[config.mk]
export PLATFORM = sky130hd
export DESIGN_NAME = pcdaf_top
export DESIGN_NICKNAME = d
export VERILOG_FILES = /design/src/design/pcdaf_pkg.sv /design/src/design/pcdaf_pin_resolve.sv /design/src/design/pcdaf_top.sv
export SDC_FILE = /design/constraint.sdc
export NUM_CORES = 1
export LEC_CHECK = 0
export ABC_CLOCK_PERIOD_IN_PS = 1650
export BUFFER_PORTS_ARGS = -buffer_cell sky130_fd_sc_hd__buf_4
export CAP_MARGIN = 25
export CORE_MARGIN = 1.5
export CORE_UTILIZATION = 46
export CTS_BUF_LIST = sky130_fd_sc_hd__clkbuf_8
export DETAILED_ROUTE_END_ITERATION = 8
export GPL_TIMING_DRIVEN = 0
export PLACE_DENSITY = 0.91
export SYNTH_ARGS = -nofsm -noshare
export SYNTH_HDL_FRONTEND = slang
export SYNTH_SLANG_ARGS = --single-unit
export TNS_END_PERCENT = 5
[constraint.sdc]
create_clock -name sys_clk_i -period 1.65 [get_ports sys_clk_i]
set_input_delay 0.165 -clock sys_clk_i [delete_from_list [all_inputs] [get_ports sys_clk_i]]
set_output_delay 0.165 -clock sys_clk_i [all_outputs]
set_load 0.01 [all_outputs]
[src/design/pcdaf_pkg.sv]
package pcdaf_pkg;

	// pin slots: port c pins 0..7, then port d pins 6 and 7
	localparam int   PC_W    = 8;
	localparam int   PD_W    = 2;
	localparam int   NPIN    = 10;
	localparam int   PIN_C0  = 0;
	localparam int   PIN_C1  = 1;
	localparam int   PIN_C2  = 2;
	localparam int   PIN_C3  = 3;
	localparam int   PIN_C4  = 4;
	localparam int   PIN_C5  = 5;
	localparam int   PIN_C6  = 6;
	localparam int   PIN_C7  = 7;
	localparam int   PIN_D6  = 8;
	localparam int   PIN_D7  = 9;

	// pin-change source numbers carried by the pins
	localparam int   PINCHG_C_BASE = 16;
	localparam int   PINCHG_D6     = 30;
	localparam int   PINCHG_D7     = 31;

	// constant override values
	localparam logic BIT_LO  = 1'b0;
	localparam logic BIT_HI  = 1'b1;

	typedef struct packed {
		logic [NPIN-1:0] pad_out;
		logic [NPIN-1:0] pad_oe;
		logic [NPIN-1:0] pad_pu;
		logic [NPIN-1:0] pad_den;
		logic            twi_sda;
		logic            twi_scl;
		logic            tdi;
		logic            tms;
		logic            tck;
		logic            osc_in;
		logic            osc_link;
		logic            t1_cap;
		logic [PC_W-1:0] pc_src;
		logic [PD_W-1:0] pd_src;
	} pcdaf_state_type;

endpackage

[src/design/pcdaf_pin_resolve.sv]
`timescale 1ns/1ps
module pcdaf_pin_resolve (
	input  wire logic port_val_i,
	input  wire logic port_dir_i,
	input  wire logic pullup_disable_i,
	input  wire logic sleep_i,
	input  wire logic pullup_override_en_i,
	input  wire logic pullup_override_val_i,
	input  wire logic dir_override_en_i,
	input  wire logic dir_override_val_i,
	input  wire logic outval_override_en_i,
	input  wire logic outval_override_val_i,
	input  wire logic din_en_override_en_i,
	input  wire logic din_en_override_val_i,
	input  wire logic pad_i,
	output logic      drive_o,
	output logic      oe_o,
	output logic      pu_o,
	output logic      den_o,
	output logic      din_o
);
	logic normal_pu;

	assign normal_pu = ~port_dir_i & port_val_i & ~pullup_disable_i;
	assign pu_o    = pullup_override_en_i ? pullup_override_val_i : normal_pu;
	assign oe_o    = dir_override_en_i ? dir_override_val_i : port_dir_i;
	assign drive_o = outval_override_en_i ? outval_override_val_i
	                                      : port_val_i;
	assign den_o   = din_en_override_en_i ? din_en_override_val_i : ~sleep_i;
	assign din_o   = den_o & pad_i;
endmodule

[src/design/pcdaf_top.sv]
`timescale 1ns/1ps
//Contract
// - twi enable overrides pins c1 c0
// - pins c1 c0 feed twi inputs
// - tap enable overrides c5..c2, inputs forced
// - async timer overrides pin c6 oscillator
// - pin c1 pin-change source 17
// - pin c0 pin-change source 16
// - pin d7 drives timer2 compare a
// - pin d6 drives timer2 compare b
// - pin d6 feeds timer1 capture
// - pins d7 d6 pin-change 31 30
// - pull-up disable kills normal pull-ups
module pcdaf_top
	import pcdaf_pkg::*;
(
	input  wire logic                       sys_clk_i,
	input  wire logic                       rst_i,
	input  wire logic [pcdaf_pkg::PC_W-1:0] portc_val_i,
	input  wire logic [pcdaf_pkg::PC_W-1:0] portc_dir_i,
	input  wire logic [pcdaf_pkg::PC_W-1:0] portc_pad_i,
	input  wire logic                       portd_val_bit7_i,
	input  wire logic                       portd_val_bit6_i,
	input  wire logic                       portd_dir_bit7_i,
	input  wire logic                       portd_dir_bit6_i,
	input  wire logic                       portd_pad_bit7_i,
	input  wire logic                       portd_pad_bit6_i,
	input  wire logic                       pullup_disable_i,
	input  wire logic                       sleep_i,
	input  wire logic                       twowire_enable_i,
	input  wire logic                       twowire_sda_out_i,
	input  wire logic                       twowire_scl_out_i,
	input  wire logic                       tap_enable_i,
	input  wire logic                       tap_shift_instr_i,
	input  wire logic                       tap_shift_datareg_i,
	input  wire logic                       tap_tdo_i,
	input  wire logic                       timer2_async_sel_i,
	input  wire logic                       timer2_ext_clock_sel_i,
	input  wire logic                       t2_compare_a_en_i,
	input  wire logic                       t2_compare_a_out_i,
	input  wire logic                       t2_compare_b_en_i,
	input  wire logic                       t2_compare_b_out_i,
	input  wire logic                       pinchg_group_c_en_i,
	input  wire logic                       pinchg_group_d_en_i,
	input  wire logic [pcdaf_pkg::PC_W-1:0] pinchg_mask_c_i,
	input  wire logic [pcdaf_pkg::PD_W-1:0] pinchg_mask_d_i,
	output logic [pcdaf_pkg::PC_W-1:0]      portc_pad_o,
	output logic [pcdaf_pkg::PC_W-1:0]      portc_pad_oe_o,
	output logic [pcdaf_pkg::PC_W-1:0]      portc_pullup_o,
	output logic [pcdaf_pkg::PC_W-1:0]      portc_din_en_o,
	output logic [pcdaf_pkg::PD_W-1:0]      portd_pad_o,
	output logic [pcdaf_pkg::PD_W-1:0]      portd_pad_oe_o,
	output logic [pcdaf_pkg::PD_W-1:0]      portd_pullup_o,
	output logic [pcdaf_pkg::PD_W-1:0]      portd_din_en_o,
	output logic                            twowire_sda_in_o,
	output logic                            twowire_scl_in_o,
	output logic                            tap_tdi_o,
	output logic                            tap_tms_o,
	output logic                            tap_tck_o,
	output logic                            timer_osc_in_o,
	output logic                            timer_osc_out_o,
	output logic                            t1_capture_in_o,
	output logic [pcdaf_pkg::PC_W-1:0]      pinchg_src_c_o,
	output logic [pcdaf_pkg::PD_W-1:0]      pinchg_src_d_o
);
	import pcdaf_pkg::*;

	logic [NPIN-1:0] pullup_override_en;
	logic [NPIN-1:0] pullup_override_val;
	logic [NPIN-1:0] dir_override_en;
	logic [NPIN-1:0] dir_override_val;
	logic [NPIN-1:0] outval_override_en;
	logic [NPIN-1:0] outval_override_val;
	logic [NPIN-1:0] din_en_override_en;
	logic [NPIN-1:0] din_en_override_val;
	logic [NPIN-1:0] port_val;
	logic [NPIN-1:0] port_dir;
	logic [NPIN-1:0] pad_in;
	logic [NPIN-1:0] drive;
	logic [NPIN-1:0] oe;
	logic [NPIN-1:0] pu;
	logic [NPIN-1:0] den;
	logic [NPIN-1:0] din;
	logic [PC_W-1:0] pcm_c;
	logic [PD_W-1:0] pcm_d;
	logic            tw;
	logic            jt;
	logic            as2;
	logic            xclk;
	logic            xtal;
	pcdaf_state_type st_r;
	pcdaf_state_type st_nxt;

	assign tw   = twowire_enable_i;
	assign jt   = tap_enable_i;
	assign as2  = timer2_async_sel_i;
	assign xclk = timer2_ext_clock_sel_i;
	assign xtal = as2 & ~xclk;

	assign port_val = {portd_val_bit7_i, portd_val_bit6_i, portc_val_i};
	assign port_dir = {portd_dir_bit7_i, portd_dir_bit6_i, portc_dir_i};
	assign pad_in   = {portd_pad_bit7_i, portd_pad_bit6_i, portc_pad_i};

	assign pcm_c = pinchg_mask_c_i & {PC_W{pinchg_group_c_en_i}};
	assign pcm_d = pinchg_mask_d_i & {PD_W{pinchg_group_d_en_i}};

	assign pullup_override_en = {BIT_LO, BIT_LO, xtal, as2,
	                             jt, jt, jt, jt, tw, tw};
	assign pullup_override_val = {BIT_LO, BIT_LO, BIT_LO, BIT_LO,
	                              BIT_HI, BIT_HI, BIT_HI, BIT_HI,
	                              portc_val_i[PIN_C1] & ~pullup_disable_i,
	                              portc_val_i[PIN_C0] & ~pullup_disable_i};
	assign dir_override_en = {BIT_LO, BIT_LO, xtal, as2,
	                          jt, jt, jt, jt, tw, tw};
	assign dir_override_val = {BIT_LO, BIT_LO, BIT_LO, BIT_LO, BIT_LO,
	                           tap_shift_instr_i | tap_shift_datareg_i,
	                           BIT_LO, BIT_LO, BIT_LO, BIT_LO};
	assign outval_override_en = {t2_compare_a_en_i, t2_compare_b_en_i,
	                             BIT_LO, BIT_LO, BIT_LO, jt,
	                             BIT_LO, BIT_LO, tw, tw};
	assign outval_override_val = {t2_compare_a_out_i, t2_compare_b_out_i,
	                              BIT_LO, BIT_LO, BIT_LO, tap_tdo_i,
	                              BIT_LO, BIT_LO,
	                              twowire_sda_out_i, twowire_scl_out_i};
	assign din_en_override_en = {pcm_d[PIN_D7-PIN_D6], pcm_d[0],
	                             (as2 & xclk) | pcm_c[PIN_C7],
	                             as2 | pcm_c[PIN_C6],
	                             jt | pcm_c[PIN_C5], jt | pcm_c[PIN_C4],
	                             jt | pcm_c[PIN_C3], jt | pcm_c[PIN_C2],
	                             pcm_c[PIN_C1], pcm_c[PIN_C0]};
	assign din_en_override_val = {BIT_HI, BIT_HI, as2, xclk | as2,
	                              jt, jt, jt, jt, BIT_HI, BIT_HI};

	genvar gi;
	generate
		for (gi = 0; gi < NPIN; gi++) begin : g_pin
			pcdaf_pin_resolve u_res (
				.port_val_i            (port_val[gi]),
				.port_dir_i            (port_dir[gi]),
				.pullup_disable_i      (pullup_disable_i),
				.sleep_i               (sleep_i),
				.pullup_override_en_i  (pullup_override_en[gi]),
				.pullup_override_val_i (pullup_override_val[gi]),
				.dir_override_en_i     (dir_override_en[gi]),
				.dir_override_val_i    (dir_override_val[gi]),
				.outval_override_en_i  (outval_override_en[gi]),
				.outval_override_val_i (outval_override_val[gi]),
				.din_en_override_en_i  (din_en_override_en[gi]),
				.din_en_override_val_i (din_en_override_val[gi]),
				.pad_i                 (pad_in[gi]),
				.drive_o               (drive[gi]),
				.oe_o                  (oe[gi]),
				.pu_o                  (pu[gi]),
				.den_o                 (den[gi]),
				.din_o                 (din[gi])
			);
		end
	endgenerate

	always_comb begin
		st_nxt = st_r;
		st_nxt.pad_out = drive;
		st_nxt.pad_oe  = oe;
		st_nxt.pad_pu  = pu;
		st_nxt.pad_den = den;
		st_nxt.twi_sda = pad_in[PIN_C1];
		st_nxt.twi_scl = pad_in[PIN_C0];
		st_nxt.tdi = jt & pad_in[PIN_C5];
		st_nxt.tms = jt & pad_in[PIN_C3];
		st_nxt.tck = jt & pad_in[PIN_C2];
		st_nxt.osc_in = as2 & pad_in[PIN_C6];
		st_nxt.osc_link = xtal;
		st_nxt.t1_cap = din[PIN_D6];
		st_nxt.pc_src = din[PIN_C7:PIN_C0];
		st_nxt.pd_src = din[PIN_D7:PIN_D6];
	end

	always_ff @(posedge sys_clk_i) begin
		if (rst_i) begin
			st_r <= '0;
		end else begin
			st_r <= st_nxt;
		end
	end

	assign portc_pad_o      = st_r.pad_out[PIN_C7:PIN_C0];
	assign portc_pad_oe_o   = st_r.pad_oe[PIN_C7:PIN_C0];
	assign portc_pullup_o   = st_r.pad_pu[PIN_C7:PIN_C0];
	assign portc_din_en_o   = st_r.pad_den[PIN_C7:PIN_C0];
	assign portd_pad_o      = st_r.pad_out[PIN_D7:PIN_D6];
	assign portd_pad_oe_o   = st_r.pad_oe[PIN_D7:PIN_D6];
	assign portd_pullup_o   = st_r.pad_pu[PIN_D7:PIN_D6];
	assign portd_din_en_o   = st_r.pad_den[PIN_D7:PIN_D6];
	assign twowire_sda_in_o = st_r.twi_sda;
	assign twowire_scl_in_o = st_r.twi_scl;
	assign tap_tdi_o        = st_r.tdi;
	assign tap_tms_o        = st_r.tms;
	assign tap_tck_o        = st_r.tck;
	assign timer_osc_in_o   = st_r.osc_in;
	assign timer_osc_out_o  = st_r.osc_link;
	assign t1_capture_in_o  = st_r.t1_cap;
	assign pinchg_src_c_o   = st_r.pc_src;
	assign pinchg_src_d_o   = st_r.pd_src;
endmodule

# Word-level counts from Yosys, hierarchy flattened
# Cells that the tools add are included.
[totals]
ff_bits = 58
in_bits = 59
out_inout_bits = 58
[op_classes]
mux = 22
bitwise_logic = 61
reduce_logical = 4
[ops]
columns = ["cell", "count"]
rows = [
  ["bitwise AND 1 bit", 38],
  ["2-to-1 mux 1 bit", 22],
  ["NOT 1 bit", 13],
  ["bitwise AND 8 bit", 1],
  ["bitwise OR 1 bit", 8],
  ["OR reduction 2 bit", 4],
  ["bitwise AND 2 bit", 1],
]

# Depth between registers and ports, before layout
[logic_depth]
depth_word = 4
depth_mapped = 3
depth_no_buf = 2

# By module
# Synthesis repeated with hierarchy kept, for this count alone.
[hier_totals]
hier_cells = 238
hier_area_um2 = 2328.5
[by_module_without_submodules]
columns = ["mod", "instances", "cells_per_inst", "area_per_inst_um2"]
rows = [
  ["pcdaf_top", 1, 138, 1677.9],
  ["pcdaf_pin_resolve", 10, 10, 65.1],
]

# Worst setup path after synthesis
# Ideal clock, no wire load.
[synth_timing]
path_type = "input to register"
from = "input port pinchg_group_c_en_i"
to = "register st_r, in the netlist pinchg_src_c_o[6]"
setup_ns = 0.100
t_arrival_ns = 0.801
required_ns = 1.550
slack_ns = 0.749
stages = 3
path_cell_list = "buf_2 -> and4bb_4 -> a2111oi_4"
[synth_via]
elab_chain_cells = 4
[synth_lines]
columns = ["element", "line", "rtl"]
rows = [
  ["from (decl)", "pcdaf_top.sv:43", "input wire logic pinchg_group_c_en_i,"],
  ["bitwise AND 8 bit", "pcdaf_top.sv:104", "assign pcm_c = pinchg_mask_c_i & {PC_W{pinchg_group_c_en_i}};"],
  ["bitwise OR 1 bit", "pcdaf_top.sv:127", "as2 | pcm_c[PIN_C6],"],
  ["2-to-1 mux 1 bit", "pcdaf_pin_resolve.sv:29", "assign den_o = din_en_override_en_i ? din_en_override_val_i : ~sleep_i;"],
  ["bitwise AND 1 bit", "pcdaf_pin_resolve.sv:30", "assign din_o = den_o & pad_i;"],
  ["to (signal assigned)", "pcdaf_top.sv:182", "st_r <= st_nxt;"],
  ["to (decl)", "pcdaf_top.sv:91", "pcdaf_state_type st_r;"],
]
# No other way between the ends.
# A chain may end at the register's enable or synchronous reset.

# Worst setup path in the final report
[layout_timing]
from = "register st_r, in the netlist pinchg_src_d_o[0]"
to = "output port pinchg_src_d_o[0] (netlist name)"
[layout_rtl]
columns = ["element", "line", "rtl"]
rows = [
  ["to (decl)", "pcdaf_top.sv:64", "output logic [pcdaf_pkg::PD_W-1:0] pinchg_src_d_o"],
]
# No word-level cell between the ends.

==> impl_metrics.toml <==
[setup_path]
cp_data_arrival_time_ns = 0.88
crit_buf_inv = 2
path_cells = "buf_4, buf_4"
path_max_fanout = 2
critPathSlowestCell = "dfxtp_1"
required_ns = 1.48
cpPeakStageDelay_ns = 0.31
cp-start-kind = "flop"
crit_type = "flop to primary output"
cp-end-kind = "primary output"
path_common_cell = "buf_4"
critPathTopFamily = "flip-flops"

[floorplanning]
initial_core_util = 0.488
num_io_pins = 117
core-area_sq_um = 3740
rows = 22
die_y_um = 66.0
die_area_sq_um = 4360
die_x_um = 66.0

[route]
drt-total-wl_um = 4970
vias = 1640
drt-pass1-iter-count = 4
drt_iter0_drc = 95
viasPerCell = 4.80
drtAntennaViolNets = 0
route.detailed.drc = 0
wire_per_inst_um = 14.5

[placement]
dp.cells = 325
dp_hpwl_um = 3750
io_buffers = 115
place_congestion = 0.702

[yosys]
synth.distinct_cells = 28
syn_area_sq_um = 1830
syn_nets = 221
synth-seq-cells = 57
syn_area_per_cell_sq_um = 11.3
yosysWarnings = 0
yosysSeqAreaShare = 0.625
syn_inst = 162

[power_and_ir_drop]
p_sw_frac = 0.215
p_sw_mw = 0.702
power_leakage_nw = 1.49
power_density_nw_per_um2 = 1090
ir_drop_mv = 0.919
seqPwrFrac = 0.451
p_int_mw = 2.56
comb_power_share = 0.129
power_frac_clock = 0.420
finalPower_mw = 3.26

[final_layout]
instances_no_fill = 342
fin_util = 0.796
multi_input_area_sq_um = 613
area_delta_synth_final_pct = 63.2
num-fill-cells = 251
drive_above_1_share = 0.473
antenna_cells = 0
nets = 349
register_area_sq_um = 1140

[status]
status = "completed"

[clock_network]
cts_tree = "yes"
clock_sinks = 57
cts_buffers = 9
cts_resized = 0
cts_buffer_depth = 2
htree_num_levels = 3
cts_setup_buffers = 0
root_buffer = "clkbuf_8"
cts.clk_slew.worst_paths_ns = 0.06

[grt]
grt_antenna_before_repair = 0
grt_pass1_wl_um = 7450
grt_max_degree = 11
grtUsageTotal = 0.236
grt_pass1_vias = 1588
grt_overflow_total = 0

[sta]
slew_headroom = 0.666
whs_ns = 0.0160
drv_slew = 0
min_period_over_period = 0.631
final.min_clock_period_ns = 1.04
worstMarginPinSlew_ns = 0.502
hold_violations = 0
finalSetupViolCount = 0
clock.fmax_mhz = 960
setup_tns_ns = 0
rsz0062_at_grt = "no"

[hold_path]
hp-class = "primary input to flop"

[run]
maxCapViolations = 0
==> synth_stat cells <==
cell / number / area, sq um
dfxtp_1: 57 / 1140
a21oi_1: 13 / 65.1
nor2_1: 11 / 41.3
nor2b_1: 9 / 56.3
and2_1: 7 / 43.8
inv_1: 7 / 26.3
a211oi_1: 6 / 45.0
buf_2: 6 / 30.0
mux2i_1: 5 / 50.1
nand2_1: 5 / 18.8
nor3b_1: 4 / 30.0
o211a_1: 4 / 40.0
o21a_1: 4 / 30.0
or3b_1: 4 / 35.0
and3_1: 3 / 18.8
nand2b_1: 3 / 18.8
nor4b_1: 3 / 26.3
a2111oi_4: 1 / 27.5
a211o_1: 1 / 8.76
and2b_4: 1 / 10.0
and4bb_1: 1 / 12.5
and4bb_4: 1 / 16.3
buf_4: 1 / 7.51
clkbuf_1: 1 / 3.75
inv_2: 1 / 3.75
nand3b_1: 1 / 7.51
o21ai_0: 1 / 5.00
o22ai_1: 1 / 6.26
==> per-layer routing <==
layer	track usage	share of wire	vias up
met5	0	0	-
met2	0.420	0.53	72
met3	0.0630	0.062	13
met1	0.254	0.38	752
li1	-	-	803
met4	0.122	0.028	0
==> placed cells by master, fill, tap and decap left out, types with 2 or more instances in the layout <==
cell type,netlist,routed
or3b_1,4,4
dfxtp_1,57,57
nor4b_1,3,3
bufinv_16,0,2
o211a_1,4,4
inv_1,7,9
nor2b_1,9,9
and3_1,3,3
nand2_1,5,5
nor3b_1,4,4
nor2_1,11,11
clkbuf_8,0,10
nand2b_1,3,3
o21a_1,4,4
and2_1,7,7
a211oi_1,6,6
a21oi_1,13,13
mux2i_1,5,5
buf_2,6,6
dlygate4sd3_1,0,2
buf_4,1,116
==> what timing repair did <==
item                                    4_1_cts  5_1_grt
hold endpoints to repair                      2        0
endpoints found under the setup margin        0        0
hold buffers                                  2        0
==> cell families (layout without fill, tap and decap cells) <==
| group | Yosys count | count (layout) | synth area share |
|---|---|---|---|
| flip-flops | 57 | 57 | 0.625 |
| AND/OR/NAND/NOR | 53 | 53 | 0.184 |
| AO/OA/AOI/OAI | 31 | 31 | 0.125 |
| buffers and inverters | 16 | 148 | 0.0391 |
| multiplexers | 5 | 5 | 0.0274 |
==> power by group through the flow <==
stage / combinational (mW) / sequential [mW] / clock, mW
detailed placement: 0.418 / 1.50 / 0
floorplan: 0.113 / 1.54 / 0
CTS: 0.425 / 1.47 / 1.38
global placement: 0.405 / 1.50 / 0
global route: 0.456 / 1.48 / 1.45
finish: 0.421 / 1.47 / 1.37
==> metrics by stage <==
stage               instance area, sq um  setup slack, ns
detailed placement                  2750            0.589
CTS                                 2980            0.592
finish                              2980            0.608
global placement                    2750            0.607
global route                        2980            0.579
floorplan                           1830            0.749
==> area by class of cell <==
cell class / count / area share
tap: 48 / 0.0202
buffer: 8 / 0.0139
clock buffer: 10 / 0.0462
inverter: 8 / 0.0101
timing repair buffer: 117 / 0.297
multi-input combinational: 89 / 0.206
clock inverter: 5 / 0.0244
sequential: 57 / 0.383
==> state kept, by name, summed over array words and instances, names as in the netlist <==
register / count
tap_tck_o: 1
portd_din_en_o: 2
portd_pad_o: 2
twowire_scl_in_o: 1
tap_tms_o: 1
portc_pad_o: 8
timer_osc_in_o: 1
portc_pad_oe_o: 8
twowire_sda_in_o: 1
portc_pullup_o: 8
tap_tdi_o: 1
portd_pad_oe_o: 2
pinchg_src_c_o: 8
portc_din_en_o: 8
timer_osc_out_o: 1
portd_pullup_o: 2
pinchg_src_d_o: 2
==> worst paths after layout <==
path | startpoint | end | cells past startpoint
worst max-delay path | pinchg_src_d_o[0] | pinchg_src_d_o[0] | 2
worst min-delay path | portd_dir_bit6_i | portd_pullup_o[0] | 2
No activity file was read; power rests on OpenSTA's default activity.
